<file path="config.mk">
export PLATFORM = sky130hd
export DESIGN_NAME = pmcd_power_clock_ctrl
export DESIGN_NICKNAME = d
export VERILOG_FILES = /design/src/hw/pmcd_pkg.sv /design/src/hw/pmcd_power_clock_ctrl.sv
export VERILOG_INCLUDE_DIRS = /design/src /design/src/hw
export SDC_FILE = /design/constraint.sdc
export NUM_CORES = 1
export LEC_CHECK = 0
export BUFFER_PORTS_ARGS = -buffer_cell sky130_fd_sc_hd__clkbuf_2
export CORE_MARGIN = 2
export CORE_UTILIZATION = 44
export DETAILED_ROUTE_END_ITERATION = 6
export PLACE_DENSITY_LB_ADDON = 0.25
export SLEW_MARGIN = 20
export SYNTH_ARGS = -nofsm -noshare
export SYNTH_HDL_FRONTEND = slang
export SYNTH_SLANG_ARGS = --single-unit
</file>
<file path="constraint.sdc">
create_clock -name clk -period 6.29 [get_ports clk]
set_clock_uncertainty 0.05 [all_clocks]
set_input_delay 0 -clock clk [delete_from_list [all_inputs] [get_ports clk]]
set_output_delay 0 -clock clk [all_outputs]
set_load 0.02 [all_outputs]
</file>
<file path="src/hw/pmcd_defs.svh">
/*
  Constants of the power and core clock control block: register byte
  addresses, key values, field positions and the reset value.
  Assumes it is included by bare name from the block's package and module.
*/
`ifndef PMCD_DEFS_SVH
`define PMCD_DEFS_SVH

// register byte addresses on the plain register port
`define PMCD_ADDR_PREWRITE_KEY 32'hffff0404
`define PMCD_ADDR_CONTROL 32'hffff0408
`define PMCD_ADDR_POSTWRITE_KEY 32'hffff040c

// key values that must surround a control write
`define PMCD_PREWRITE_KEY 32'h00000001
`define PMCD_POSTWRITE_KEY 32'h000000f4

// control register layout
`define PMCD_CTL_RESET 8'h79
`define PMCD_BIT_PREC_IN 7
`define PMCD_BIT_XTAL 6
`define PMCD_BIT_PLL 5
`define PMCD_BIT_PERIPH 4
`define PMCD_BIT_CORE 3
`define PMCD_CD_MSB 2
`define PMCD_CD_LSB 0

// divider counter width: the slowest code divides by 2**7
`define PMCD_DIV_CNT_W 7

`endif

</file>
<file path="src/hw/pmcd_pkg.sv">
/*
  Types of the power and core clock control block: register port carrier,
  power enable carrier and the key sequence states.
  Assumes pmcd_defs.svh sits beside it.
*/
`include "pmcd_defs.svh"

package pmcd_pkg;

  typedef struct packed {
    logic [31:0] addr;
    logic [31:0] wdata;
    logic we;
    logic re;
  } pmcd_bus_req_t;

  // one bit per peripheral that the peripheral enable removes power from
  typedef struct packed {
    logic sram;
    logic prog_mem_if;
    logic gpio;
    logic spi;
    logic uart;
  } pmcd_periph_en_t;

  typedef struct packed {
    logic precision_input_en;
    logic precision_osc_run;
    logic xtal_en;
    logic pll_en;
    logic pll_timer_clk_en;
    pmcd_periph_en_t periph_en;
    logic lin_wake_detect_en;
    logic wakeup_timer_run;
    logic core_en;
  } pmcd_power_t;

  typedef enum logic [1:0] {
    PMCD_KEY_IDLE = 2'b00,
    PMCD_KEY_ARMED = 2'b01,
    PMCD_KEY_LOADED = 2'b10
  } pmcd_key_state_t;

endpackage

</file>
<file path="src/hw/pmcd_power_clock_ctrl.sv">
/*
  Power and core clock control register with its two protection keys,
  the power enables it drives and the core clock divider tick.
  Assumes software on the plain register port with one-cycle strobes and
  read data in the next cycle; clk stands for the PLL output rate, so the
  divider tick marks core clock edges; the wake-up input comes from
  outside the clock domain.

*/
`timescale 1ns/1ns
`include "pmcd_defs.svh"

module pmcd_power_clock_ctrl
  import pmcd_pkg::*;
#(
  parameter int DIV_CNT_W = `PMCD_DIV_CNT_W
) (
  input wire logic clk, // system clock, 100 MHz
  input wire logic reset_n, // asynchronous reset, active low
  input wire pmcd_bus_req_t bus_req, // register port request
  output logic [31:0] bus_rdata, // read data, cycle after the read strobe
  input wire logic wakeup_event, // wake-up request from outside, level
  input wire logic high_voltage_config_zero_osc, // oscillator enable from high voltage config bit 6
  input wire logic wakeup_timer_on_lp_osc, // wake-up timer clocked from low power oscillator
  output pmcd_power_t power, // power enables
  output logic [2:0] core_clock_divider, // current divider code
  output logic core_clk_tick // one-cycle pulse per core clock period
);

  logic [7:0] ctl_q;
  logic [7:0] ctl_d;
  logic [7:0] pend_q;
  logic [7:0] pend_d;
  pmcd_key_state_t key_q;
  pmcd_key_state_t key_d;
  logic [31:0] rdata_q;
  logic [31:0] rdata_d;
  logic wake_s1_q;
  logic wake_s2_q;
  logic [DIV_CNT_W-1:0] div_cnt_q;
  logic [DIV_CNT_W-1:0] div_cnt_d;

  // address decode
  wire logic hit_pre = bus_req.addr == `PMCD_ADDR_PREWRITE_KEY;
  wire logic hit_ctl = bus_req.addr == `PMCD_ADDR_CONTROL;
  wire logic hit_post = bus_req.addr == `PMCD_ADDR_POSTWRITE_KEY;
  wire logic wr_pre_key = bus_req.we && hit_pre && bus_req.wdata == `PMCD_PREWRITE_KEY;
  wire logic wr_ctl = bus_req.we && hit_ctl;
  wire logic wr_post_key = bus_req.we && hit_post && bus_req.wdata == `PMCD_POSTWRITE_KEY;
  wire logic commit = wr_post_key && key_q == PMCD_KEY_LOADED;

  // the pending value is corrected before it lands so that an illegal
  // partial power-down never reaches the enables, not even for a cycle
  wire logic new_core = pend_q[`PMCD_BIT_CORE];
  wire logic new_periph = pend_q[`PMCD_BIT_PERIPH] | new_core;
  wire logic new_pll = pend_q[`PMCD_BIT_PLL] | new_periph;
  wire logic [7:0] committed_val = {pend_q[7:6], new_pll, new_periph, new_core, pend_q[2:0]};

  // wake-up forces the three run bits high; it wins over a commit
  wire logic wake_set = wake_s2_q;
  wire logic [7:0] wake_mask = (8'h1 << `PMCD_BIT_PLL) | (8'h1 << `PMCD_BIT_PERIPH) | (8'h1 << `PMCD_BIT_CORE);

  // key sequence: prewrite key, control write, postwrite key; any other
  // write in between breaks it, save that a prewrite key write starts it again; reads do not
  always_comb begin
    key_d = key_q;
    pend_d = pend_q;
    if (bus_req.we) begin
      case (key_q)
        PMCD_KEY_IDLE: begin
          key_d = wr_pre_key ? PMCD_KEY_ARMED : PMCD_KEY_IDLE;
        end
        PMCD_KEY_ARMED: begin
          if (wr_ctl) begin
            key_d = PMCD_KEY_LOADED;
            pend_d = bus_req.wdata[7:0];
          end else begin
            key_d = wr_pre_key ? PMCD_KEY_ARMED : PMCD_KEY_IDLE;
          end
        end
        PMCD_KEY_LOADED: begin
          key_d = wr_pre_key ? PMCD_KEY_ARMED : PMCD_KEY_IDLE;
        end
        default: begin
          key_d = PMCD_KEY_IDLE;
        end
      endcase
    end
  end

  always_comb begin
    ctl_d = ctl_q;
    if (commit) begin
      ctl_d = committed_val;
    end
    if (wake_set) begin
      ctl_d = ctl_d | wake_mask;
    end
  end

  // read mux: keys are write only, unmapped reads give zero
  always_comb begin
    rdata_d = 32'h0;
    if (bus_req.re && hit_ctl) begin
      rdata_d = {24'h0, ctl_q};
    end
  end

  always_ff @(posedge clk or negedge reset_n) begin
    if (!reset_n) begin
      wake_s1_q <= 1'b0;
      wake_s2_q <= 1'b0;
    end else begin
      wake_s1_q <= wakeup_event;
      wake_s2_q <= wake_s1_q;
    end
  end

  always_ff @(posedge clk or negedge reset_n) begin
    if (!reset_n) begin
      key_q <= PMCD_KEY_IDLE;
      pend_q <= 8'h0;
      ctl_q <= `PMCD_CTL_RESET;
      rdata_q <= 32'h0;
    end else begin
      key_q <= key_d;
      pend_q <= pend_d;
      ctl_q <= ctl_d;
      rdata_q <= rdata_d;
    end
  end

  assign bus_rdata = rdata_q;

  // power enables
  assign power.precision_input_en = ctl_q[`PMCD_BIT_PREC_IN];
  assign power.precision_osc_run = ctl_q[`PMCD_BIT_PREC_IN] & high_voltage_config_zero_osc;
  assign power.xtal_en = ctl_q[`PMCD_BIT_XTAL];
  assign power.pll_en = ctl_q[`PMCD_BIT_PLL];
  assign power.pll_timer_clk_en = ctl_q[`PMCD_BIT_PLL];
  // one gate per peripheral; all follow the same bit, but the carrier
  // keeps them apart so a later split touches only this loop
  localparam int PERIPH_N = $bits(pmcd_periph_en_t);
  logic [PERIPH_N-1:0] periph_bits;
  for (genvar g = 0; g < PERIPH_N; g++) begin : g_periph
    assign periph_bits[g] = ctl_q[`PMCD_BIT_PERIPH];
  end
  assign power.periph_en = periph_bits;
  // LIN wake detection never depends on the peripheral bit; the wake-up timer needs it unless it runs from the low power oscillator
  assign power.lin_wake_detect_en = 1'b1;
  assign power.wakeup_timer_run = ctl_q[`PMCD_BIT_PERIPH] | wakeup_timer_on_lp_osc;
  assign power.core_en = ctl_q[`PMCD_BIT_CORE];

  // core clock divider: code n gives one tick every 2**n cycles; the
  // counter runs only with the PLL up, since it stands for the PLL output
  wire logic [DIV_CNT_W-1:0] div_mask = DIV_CNT_W'((1 << ctl_q[`PMCD_CD_MSB:`PMCD_CD_LSB]) - 1);
  wire logic div_wrap = (div_cnt_q & div_mask) == div_mask;

  assign core_clock_divider = ctl_q[`PMCD_CD_MSB:`PMCD_CD_LSB];

  always_comb begin
    div_cnt_d = div_cnt_q;
    if (!ctl_q[`PMCD_BIT_PLL]) begin
      div_cnt_d = '0;
    end else if (div_wrap) begin
      div_cnt_d = '0;
    end else begin
      div_cnt_d = div_cnt_q + DIV_CNT_W'(1);
    end
  end

  always_ff @(posedge clk or negedge reset_n) begin
    if (!reset_n) begin
      div_cnt_q <= '0;
    end else begin
      div_cnt_q <= div_cnt_d;
    end
  end

  // no core clock while the core is stopped
  assign core_clk_tick = div_wrap & ctl_q[`PMCD_BIT_PLL] & ctl_q[`PMCD_BIT_CORE];

  // checker helper: cycles since the last tick, trusted only while the
  // control byte has not moved since that tick, because a code change
  // leaves one irregular period behind it
  logic [DIV_CNT_W:0] gap_q;
  logic [DIV_CNT_W:0] gap_d;
  logic gap_valid_q;
  logic gap_valid_d;
  wire logic [DIV_CNT_W:0] gap_one = {{DIV_CNT_W{1'b0}}, 1'b1};
  wire logic [DIV_CNT_W:0] gap_expect = gap_one << ctl_q[`PMCD_CD_MSB:`PMCD_CD_LSB];

  always_comb begin
    gap_d = gap_q;
    gap_valid_d = gap_valid_q;
    if (core_clk_tick) begin
      gap_d = gap_one;
      gap_valid_d = 1'b1;
    end else if (gap_q != '1) begin
      gap_d = gap_q + gap_one;
    end
    if (ctl_d != ctl_q) begin
      gap_valid_d = 1'b0;
    end
  end

  always_ff @(posedge clk or negedge reset_n) begin
    if (!reset_n) begin
      gap_q <= '0;
      gap_valid_q <= 1'b0;
    end else begin
      gap_q <= gap_d;
      gap_valid_q <= gap_valid_d;
    end
  end
endmodule

</file>
* Word level (Yosys, flattened, before mapping)
Index checks and enable logic that the tools add are counted.
W data, S select, Z words.
** Operators by class
- Add/sub/neg operators :: 2
- Eq/ne operators :: 8
- Shifts and indexed selects :: 1
- Mux-type cells :: 8
- Bitwise operators :: 7
- Reductions and logical operators :: 11
** Operators with widths (count)
- $eq A32 B32 Y1 const B :: 3
- $eq A32 B1 Y1 const B :: 1
- $eq A32 B8 Y1 const B :: 1
- $mux W8 :: 2
- $mux W7 :: 2
- $add A7 B1 Y7 const B :: 1
- $and A7 B7 Y7 :: 1
- $eq A7 B7 Y1 :: 1
- $logic_and A1 B1 Y1 :: 7
- $shl A1 B3 Y7 const A :: 1
- $sub A7 B2 Y7 const B :: 1
- $mux W6 :: 1
- $pmux W2 S2 :: 1
- $and A1 B1 Y1 :: 3
- $or A1 B1 Y1 :: 3
- $reduce_and A3 Y1 :: 1
- $eq A2 B1 Y1 const B :: 1
- $eq A2 B2 Y1 const B :: 1
- $logic_not A2 Y1 :: 1
- $mux W2 :: 1
- $reduce_bool A2 Y1 :: 1
- $reduce_or A2 Y1 :: 1
- $mux W1 :: 1
** Storage, ports and cells
- Register bits after elaboration :: 59
- Input port bits :: 71
- Output and inout bits :: 49
- Logic and storage cells :: 45

* Depth between registers and ports, before layout
Gate-level depths: netlist (run 1).
- Word-level depth :: 6
- Depth in mapped cells :: 6
- Depth with buffers taken out :: 5

* Least setup slack after synthesis (run 1)
Ideal clock, no wire load.
- Kind :: reg2reg
- Start point :: register key_q[1]
- End point :: register ctl_q[1]
- Setup time :: 125 ps
- Arrival time :: 1817 ps
- Data required time :: 6115 ps
- Setup slack :: 4298 ps
- Cell stages (with the launch flop) :: 5
- Buffers on the path :: 1
- Period minus slack after synthesis :: 1992 ps
- Path through :: dfrtp_1 -> or4bb_1 -> or4_1 -> buf_6 -> mux2_4
** Between the ends
- Longest elaborated chain between the ends :: 4
** RTL lines
- start, declared :: line pmcd_power_clock_ctrl.sv:34 : pmcd_key_state_t key_q;
- start signal, assigned :: line pmcd_power_clock_ctrl.sv:126 : key_q <= key_d;
- $eq A2 B2 Y1 :: line pmcd_power_clock_ctrl.sv:50 : wire logic commit = wr_post_key && key_q == PMCD_KEY_LOADED;
- $logic_and A1 B1 Y1 :: line pmcd_power_clock_ctrl.sv:50
- $mux W8 :: line pmcd_power_clock_ctrl.sv:93 : if (commit) begin
- $mux W6 :: line pmcd_power_clock_ctrl.sv:96 : if (wake_set) begin
- end signal, assigned :: line pmcd_power_clock_ctrl.sv:123 : ctl_q <= `PMCD_CTL_RESET;
- end signal, assigned :: line pmcd_power_clock_ctrl.sv:128 : ctl_q <= ctl_d;
- end, declared :: line pmcd_power_clock_ctrl.sv:30 : logic [7:0] ctl_q;
Every way passes these cells. The select of a mux whose other input is x is not followed.
A chain may end at the register's enable or synchronous reset.

* Worst setup path in the final report (run 1)
- Start point :: input bus_req[5] (netlist bit)
- End point :: register ctl_q[2]
** Between the ends
- Longest elaborated chain between the ends :: 5
** RTL lines
- start, declared :: line pmcd_power_clock_ctrl.sv:20 : input wire pmcd_bus_req_t bus_req,
- $eq A32 B8 Y1 (no source line)
- $logic_and A1 B1 Y1 (no source line)
- $logic_and A1 B1 Y1 :: line pmcd_power_clock_ctrl.sv:50
- $mux W8 :: line pmcd_power_clock_ctrl.sv:93
- $mux W6 :: line pmcd_power_clock_ctrl.sv:96
Every way passes these cells. The select of a mux whose other input is x is not followed.

==> results of run 1 <==
## placed cells by master, fill, tap and decap left out, drive strengths merged, types with 2 or more instances in the layout
master	Yosys	routed
nor4b	2	2
xor2	3	3
xnor2	2	2
o21ai	2	2
inv	4	4
clkbuf	0	99
or4b	2	2
nand2	7	7
nand4	3	3
clkinvlp	0	2
dlygate4sd3	0	10
and4	2	2
nor2	13	13
a21oi	3	3
nor3	2	2
and2	9	9
dfstp	5	5
nor2b	2	2
dfrtp	30	30
mux2	13	13
mux2i	3	3
nand3	3	3
nor4	10	10
conb	2	25
nand4b	3	3
## sequential cells by signal, indices dropped and copies added (netlist names)
register,flops
wake_s1_q,1
key_q,2
bus_rdata,8
wake_s2_q,1
pend_q,8
div_cnt_q,7
ctl_q,8
## tightest hold or removal path, cell delays in order
cell	delay (ps)
clkbuf_2	110
inv_1	80
a21o_1	110
## final timing paths
| kind | startpoint | to | slack (ps) | cells after the start |
|---|---|---|---|---|
| max in group asynchronous | reset_n | pend_q[2] | 5370 | 2 |
| hold reg to reg | wake_s1_q | wake_s2_q | 300 | 0 |
| setup / recovery | bus_req[5] | ctl_q[2] | 3990 | 7 |
| setup reg to reg | key_q[1] | ctl_q[2] | 4090 | 3 |
| min in group asynchronous | reset_n | bus_rdata[1] | 290 | 2 |
| hold / removal | bus_req[1] | key_q[1] | 8 | 3 |
## cells by family after synthesis
group           Yosys count  share of synthesized area
mux                      16                      0.104
buf+inv                  35                      0.134
xor+xnor                  5                     0.0233
flops                    35                      0.468
simple gates             65                      0.225
other cells               2                    0.00399
compound gates           10                     0.0352
fa+ha+maj                 1                    0.00664
## area by class of cell
cell class / instances / area share
flip-flops and latches: 35 / 0.359
multi-input cells: 122 / 0.340
repair buffers: 104 / 0.232
clock buffers: 5 / 0.0280
well taps: 50 / 0.0255
clock inverters: 3 / 0.00815
inverters: 4 / 0.00612
## power groups by stage
stage          clock [W]  combinational, W  sequential, W
6_report        0.000160         0.0000502       0.000226
5_1_grt         0.000175         0.0000553       0.000226
4_1_cts         0.000164         0.0000505       0.000226
3_5_place_dp           0         0.0000456       0.000231
3_3_place_gp           0         0.0000452       0.000231
2_1_floorplan          0         0.0000291       0.000230
## through the flow
stage / utilization / hold WS, ps / cells
floorplan: - / -346 / 192
global placement: 0.558 / 63.0 / 305
detailed placement: 0.558 / 60.1 / 305
CTS: 0.605 / 2.36 / 323
global route: 0.605 / 27.1 / 323
finish: 0.605 / 7.70 / 323
## per-layer routing
metal | vias to the layer above | routed length, um
li1 | 749 | -
met1 | 715 | 1540
met2 | 77 | 2040
met3 | 4 | 299
met4 | 0 | 38
met5 | - | 0
## repair_timing
action | in CTS | in global routing
resized for setup | 0 | 0
endpoints found under the hold margin | 39 | 0
hold buffers | 10 | 0
==> impl_metrics.toml, run 1 <==
[clock_network]
cts_setup_buffers = 0
clk_pin_slew_ps = 70
clock_path_buffers = 2
cts_buffers = 5
cts_tree = "yes"
clock-root-buffer = "clkbuf_8"
clk_latency_ps = 280
cts.htree.levels = 2
cts_sinks = 35

[power]
power.density_nw_per_um2 = 178
pwr-share-comb = 0.115
switchingPower_w = 0.000111
internal_power_w = 0.000325
pwr-share-clk = 0.366
leakagePower_nw = 1.30
p_seq_frac = 0.519
power.total_w = 0.000436
switching_share = 0.255
vdd_drop_max_v = 0.000106

[synth]
synth.top_cell.area_share = 0.399
synth-seq-cells = 35
synth_cell_types = 42
syn_inst = 169
yosysWarnings = 0
ys_seq_area_frac = 0.468
synth_top_area_cell = "dfrtp_1"
synth_top_cells_by_count = "30 x buf_4, 30 x dfrtp_1, 13 x nor2_1"
async_flop_share = 1.00
synth_edf_count = 0
synth_top_flop_cell = "dfrtp_1"
synth_area_per_cell_sq_um = 11.1
syn_area_sq_um = 1880
netlist_top_cells_area = "dfrtp_1 40%, buf_4 12%, dfstp_2 7.0%"

[placed_design]
pre_cts_ws_ps = 4030
placed_area_sq_um = 2270
port-buffer-count = 94
gp_congestion = 0.774
dp_hpwl_um = 3150

[floorplanning]
start_util = 0.464
core-area_sq_um = 4060
die_area_sq_um = 4820
num_io_pins = 120
die-width_um = 69.4
die_h_um = 69.4
row_count = 23

[sta]
rsz0062_at_grt = "false"
period_minus_slack_ps = 2300
tns_ps = 0
worst_slew_pin_slew_ps = 833
final-setup-viol-count = 0
fmax_mhz = 435
max-slew-margin-rel = 0.445
fin_crit_sh = 0.366
fin_ws_ps = 3990
finalHoldViolCount = 0
slew_violations = 0

[global_routing]
use_met3 = 0.0422
antenna_found_initial = 0
grt_use_total = 0.166
use_met1 = 0.201
gr-usage-met2 = 0.285
grt.busiest_layer = "met2"
grt_pass1_wl_um = 6440
grt_overflow = 0
grt_pass1_vias = 1462
grt_max_degree = 36

[critical_path]
path_class = "in2reg"
cp_max_fo = 8
worst-path-buf-inv = 2
crit_arrival_ps = 2420
cp-end-kind = "flop"
crit_chain = "dlygate4sd3_1 -> clkbuf_2 -> nor4b_1 -> and4_1 -> nand4_1 -> or4_1 -> mux2_4"
cpPeakStageDelay_ps = 790
cp-start-kind = "input pin"
crit_family = "simple AND/OR/NAND/NOR gates"
cp.required_ps = 6410
critPathSlowestCell = "or4_1"

[detailed_routing]
vias = 1545
ant_nets = 0
dr.pass1.iters = 4
wl_um = 3910
avgViaCountPerCell = 4.78
drt_iter0_markers = 81
routedWlPerCell_um = 12.1
route.detailed.drc = 0

[finish]
finalNetCount = 344
multi_input_area_sq_um = 836
regArea_sq_um = 882
drive_above_1_share = 0.462
fillers = 342
final_area_sq_um = 2450
area_growth_pct = 30.4
diodes = 0

[outcome]
status = "completed"

[run]
maxCapViolCount = 0

[min_path]
hold_class = "in2reg"
(Power assumes the default switching activity.)
==> run 2: changes to the inputs <==
--- a/config.mk
+++ b/config.mk
@@ -8,7 +8,7 @@
 export LEC_CHECK = 0
 export BUFFER_PORTS_ARGS = -buffer_cell sky130_fd_sc_hd__clkbuf_2
 export CORE_MARGIN = 2
-export CORE_UTILIZATION = 44
+export CORE_UTILIZATION = 42
 export DETAILED_ROUTE_END_ITERATION = 6
 export PLACE_DENSITY_LB_ADDON = 0.25
 export SLEW_MARGIN = 20
==> constraint.sdc (replaced) <==
create_clock -name clk -period 2.3 [get_ports clk]
set_clock_uncertainty 0.05 [all_clocks]
set_input_delay 0 -clock clk [delete_from_list [all_inputs] [get_ports clk]]
set_output_delay 0 -clock clk [all_outputs]
set_load 0.02 [all_outputs]
==> impl_metrics.toml, run 2 (same netlist as run 1, synthesis figures left out) <==
[outcome]
status = "completed"

[critical_path]
cp.required_ps = 2410
crit_arrival_ps = 2230
cp-end-kind = "flop"
rr_startpoint = "key_q[0]"
cp-start-kind = "input pin"
cp_max_fo = 6
worst_r2r_endpoint = "ctl_q[7]"
rrSetupSlack_ps = 350
path_class = "in2reg"
r2r_cells = 3

[global_routing]
antenna_found_initial = 0
grt_pass1_vias = 1426
grt_pass1_wl_um = 6470
grt_max_degree = 36
grt_overflow = 0
grt_use_total = 0.162

[power]
power.density_nw_per_um2 = 470
leakagePower_nw = 1.33
vdd_drop_max_v = 0.000255

[sta]
slew_violations = 0
rsz0062_at_grt = "false"
worst_slew_pin_slew_ps = 854
fin_crit_sh = 0.924
final-setup-viol-count = 0
fmax_mhz = 471
period_minus_slack_ps = 2120
finalHoldViolCount = 0
max-slew-margin-rel = 0.431
tns_ps = 0

[finish]
final_cell_mix = "94 x clkbuf_2, 30 x dfrtp_1, 25 x conb_1"
diodes = 0
area_growth_pct = 32.4
finalNetCount = 349
layout_commonest_cell = "clkbuf_2"
fin_util = 0.577
drive_above_1_share = 0.464

[clock_network]
clock-root-buffer = "clkbuf_8"
clk_pin_slew_ps = 60
clock_path_buffers = 2
cts_buffers = 5
clk_latency_ps = 280
cts_tree = "yes"
cts.htree.levels = 2
cts_sinks = 35

[floorplanning]
die_area_sq_um = 5040
die_h_um = 71.0
row_count = 24
die-width_um = 71.0
core-area_sq_um = 4320
num_io_pins = 120
start_util = 0.435

[placed_design]
dp_hpwl_um = 3240
gp_congestion = 0.802
port-buffer-count = 94

[run]
maxCapViolCount = 0

[detailed_routing]
ant_nets = 0
route.detailed.drc = 0
dr.pass1.iters = 4
wl_um = 3950
vias = 1529
drt_iter0_markers = 69
routedWlPerCell_um = 12.0
avgViaCountPerCell = 4.63

[min_path]
min_from = "bus_req[37]"
whs_endpoint = "key_q[0]"
min_path_cells = 4
hold_class = "in2reg"
[run 2: cell count changes in the layout (fill, tap and decap cells not counted)]
cell           change
buf_4              +4
clkbuf_1           +2
clkinvlp_4         -2
dlygate4sd3_1      +1
or4_1              -1
or4_4              +1
[run 2: timing repair]
action,4_1_cts,5_1_grt
hold buffers,11,0
hold endpoints to repair,40,0
endpoints found under the setup margin,0,8
buffers inserted,0,0
gates resized for setup,0,1
[run 2: area by class of cell]
| cell class | count | area (sq um) |
|---|---|---|
| Inverter | 4 | 15.0 |
| Clock buffer | 7 | 76.3 |
| Clock inverter | 1 | 5.00 |
| Multi-Input combinational cell | 122 | 840 |
| Sequential cell | 35 | 882 |
| Fill cell | 397 | 1830 |
| Timing Repair Buffer | 109 | 611 |
| Tap cell | 52 | 65.1 |
[run 2: metal layers]
layer / share of wire / wire (um) / global-route usage / up-vias
li1: - / - / - / 756
met1: 0.39 / 1550 / 0.190 / 702
met2: 0.53 / 2080 / 0.290 / 67
met3: 0.066 / 259 / 0.0356 / 4
met4: 0.013 / 53 / 0.0566 / 0
met5: 0 / 0 / 0 / -
[run 2: worst max-delay path by stage]
stage,to,from,cells past startpoint
after detailed placement,ctl_q[2],bus_req[45],6
final,ctl_q[7],bus_req[3],7
after global placement,ctl_q[2],bus_req[45],6
after CTS,ctl_q[3],bus_req[5],8
after floorplan,ctl_q[1],key_q[1],4
after global routing,ctl_q[3],bus_req[3],8
[run 2: worst max-delay path, stage by stage]
cell	delay [ps]
dlygate4sd3_1	530
clkbuf_2	110
nor4b_1	290
and4_1	220
nand4_1	120
or4_4	640
mux2_4	320
[run 2: through the flow]
step                instance area [sq um]  hold slack (ps)  worst slack [ps]  std cells  total power [W]
detailed placement                   2300             60.0               133        311         0.000754
global route                         2490              189              68.5        330          0.00123
finish                               2490              164               175        330          0.00117
CTS                                  2490              156              13.1        330          0.00119
floorplan                            1970             -346               308        192         0.000710
global placement                     2300             61.4               159        311         0.000753
[run 2: where the power goes]
| group | internal, W | total, W | leakage [nW] | switching [W] |
|---|---|---|---|---|
| clock network | 0.000212 | 0.000415 | 0.0422 | 0.000203 |
| registers | 0.000618 | 0.000619 | 0.467 | 0.00000169 |
| logic | 0.0000616 | 0.000138 | 0.820 | 0.0000762 |
| total | 0.000892 | 0.00117 | 1.33 | 0.000281 |
==> run 3: changes to the inputs <==
--- a/config.mk
+++ b/config.mk
@@ -6,12 +6,13 @@
 export SDC_FILE = /design/constraint.sdc
 export NUM_CORES = 1
 export LEC_CHECK = 0
+export ABC_AREA = 1
 export BUFFER_PORTS_ARGS = -buffer_cell sky130_fd_sc_hd__clkbuf_2
 export CORE_MARGIN = 2
-export CORE_UTILIZATION = 42
+export CORE_UTILIZATION = 44
 export DETAILED_ROUTE_END_ITERATION = 6
+export GPL_TIMING_DRIVEN = 0
 export PLACE_DENSITY_LB_ADDON = 0.25
-export SLEW_MARGIN = 20
 export SYNTH_ARGS = -nofsm -noshare
 export SYNTH_HDL_FRONTEND = slang
 export SYNTH_SLANG_ARGS = --single-unit
==> impl_metrics.toml, run 3 <==
[placed_design]
dp_hpwl_um = 3600
gp_congestion = 0.789
pre_cts_ws_ps = 816
port-buffer-count = 94

[min_path]
whs_endpoint = "key_q[1]"
min_path_cells = 3
hold_class = "in2reg"
min_from = "bus_req[1]"

[synth]
synth_top_flop_cell = "dfrtp_1"
synth.top_cell.area_share = 0.369
synth.most_common_cell = "nand2_1"
synth-seq-cells = 35
syn_area_sq_um = 2040
yosysWarnings = 0
synth_cell_types = 31
synth_top_cells_by_count = "57 x nand2_1, 46 x nor2_1, 30 x buf_4, 30 x dfrtp_1, 21 x inv_1"
ys_seq_area_frac = 0.433
synth_area_per_cell_sq_um = 7.96
async_flop_share = 1.00
syn_inst = 256
synth_top_area_cell = "dfrtp_1"
netlist_top_cells_area = "dfrtp_1 37%, buf_4 11%, nand2_1 11%"
synth_edf_count = 0

[critical_path]
cp.required_ps = 2250
r2r_cells = 5
cp-end-kind = "output pin"
rrSetupSlack_ps = 830
rr_startpoint = "key_q[0]"
path_class = "reg2out"
cpPeakStageDelay_ps = 420
cp_max_fo = 5
crit_chain = "nand2_1 -> a21oi_1 -> nand2_1 -> nand2_1 -> nand2_1 -> nor3_1 -> clkbuf_2"
crit_arrival_ps = 1500
cpMostUsedCell = "nand2_1"
cp-start-kind = "flop"
worst_r2r_endpoint = "pend_q[6]"
critPathSlowestCell = "dfrtp_1"

[floorplanning]
die_h_um = 72.0
start_util = 0.461
die_area_sq_um = 5190
num_io_pins = 120
core-area_sq_um = 4410
row_count = 24
die-width_um = 72.0

[detailed_routing]
wl_um = 4370
routedWlPerCell_um = 9.84
dr.pass1.iters = 4
vias = 1942
route.detailed.drc = 0
ant_nets = 0
avgViaCountPerCell = 4.37
drt_iter0_markers = 66

[global_routing]
grt_overflow = 0
grt_pass1_vias = 1810
grt_pass1_wl_um = 7410
grt_max_degree = 36
grt_use_total = 0.181
antenna_found_initial = 0

[sta]
fin_crit_sh = 0.672
finalHoldViolCount = 0
tns_ps = 0
final-setup-viol-count = 0
worst_slew_pin_slew_ps = 843
rsz0062_at_grt = "false"
slew_violations = 0
period_minus_slack_ps = 1550
fin_ws_ps = 754
fmax_mhz = 647
max-slew-margin-rel = 0.438

[power]
leakagePower_nw = 1.63
vdd_drop_max_v = 0.000199
power.density_nw_per_um2 = 435

[clock_network]
cts_buffers = 5
clock_path_buffers = 2
cts_sinks = 35
clk_latency_ps = 280
clk_pin_slew_ps = 60
cts.htree.levels = 2
clock-root-buffer = "clkbuf_8"
cts_tree = "yes"

[finish]
finalNetCount = 463
area_growth_pct = 39.9
diodes = 0
fillers = 396
layout_commonest_cell = "clkbuf_2"
final_cell_mix = "94 x clkbuf_2, 57 x nand2_1, 46 x nor2_1"
drive_above_1_share = 0.393

[run]
maxCapViolCount = 0

[outcome]
status = "completed"
-- run 3: metrics by stage --
stage,util,std cells,hold WS (ps),area [sq um],total power [W]
6_report,0.646,444,38.7,2850,0.00124
5_1_grt,0.646,444,67.4,2850,0.00130
4_1_cts,0.646,444,35.0,2850,0.00125
3_5_place_dp,0.602,425,59.7,2660,0.000822
3_3_place_gp,0.602,425,60.2,2660,0.000819
2_1_floorplan,-,279,-346,2120,0.000739
-- run 3: worst max-delay path by stage --
stage	cells after the start	from	slack (ps)	endpoint
2_1_floorplan	5	ctl_q[1]	950	core_clk_tick
3_3_place_gp	5	key_q[0]	880	pend_q[7]
3_5_place_dp	5	key_q[0]	820	pend_q[3]
4_1_cts	7	div_cnt_q[2]	750	core_clk_tick
5_1_grt	6	ctl_q[1]	630	core_clk_tick
6_report	7	div_cnt_q[2]	750	core_clk_tick
-- run 3: area by class of cell --
cell class	instances	area, sq um	share of cell area
plain buffers	31	230	0.0808
flip-flops and latches	35	882	0.309
clock inverters	1	5.00	0.00176
well taps	52	65.1	0.0228
multi-input cells	190	925	0.324
inverters	23	86.3	0.0303
clock buffers	7	76.3	0.0268
repair buffers	105	581	0.204
-- run 3: logic make-up (layout without fill, tap and decap cells) --
| group | count (synthesis) | count (layout) | share of synthesized area |
|---|---|---|---|
| buffers and inverters | 54 | 167 | 0.155 |
| DFF | 35 | 35 | 0.433 |
| adders and majority gates | 1 | 1 | 0.00614 |
| other | 2 | 25 | 0.00369 |
| xor gates and xnor gates | 4 | 4 | 0.0172 |
| and+or+nand+nor | 152 | 152 | 0.364 |
| AOI/OAI and AO/OA | 8 | 8 | 0.0209 |
-- run 3: critical path, delay by kind of cell, from the launching register on --
kind                   cells  cell delay (ps)
AOI/OAI and AO/OA          1              140
buffers and inverters      1              200
DFF                        1              420
and+or+nand+nor            5              470
-- run 3: per-layer routing --
layer / GRT usage / vias up / part of all wire
met5: 0 / - / 0
met3: 0.0472 / 7 / 0.071
li1: - / 1024 / -
met1: 0.203 / 831 / 0.39
met2: 0.330 / 80 / 0.52
met4: 0.0650 / 0 / 0.016
-- run 3: timing repair --
action	4_1_cts	5_1_grt
endpoints found under the hold margin	41	0
setup buffers	0	0
gates resized for setup	0	0
hold buffers	11	0
-- run 3: where the power goes --
| group | leakage [nW] | switching, W | internal, W |
|---|---|---|---|
| Sequential | 0.467 | 0.00000297 | 0.000621 |
| Combinational | 1.12 | 0.000104 | 0.0000996 |
| Clock | 0.0422 | 0.000200 | 0.000212 |
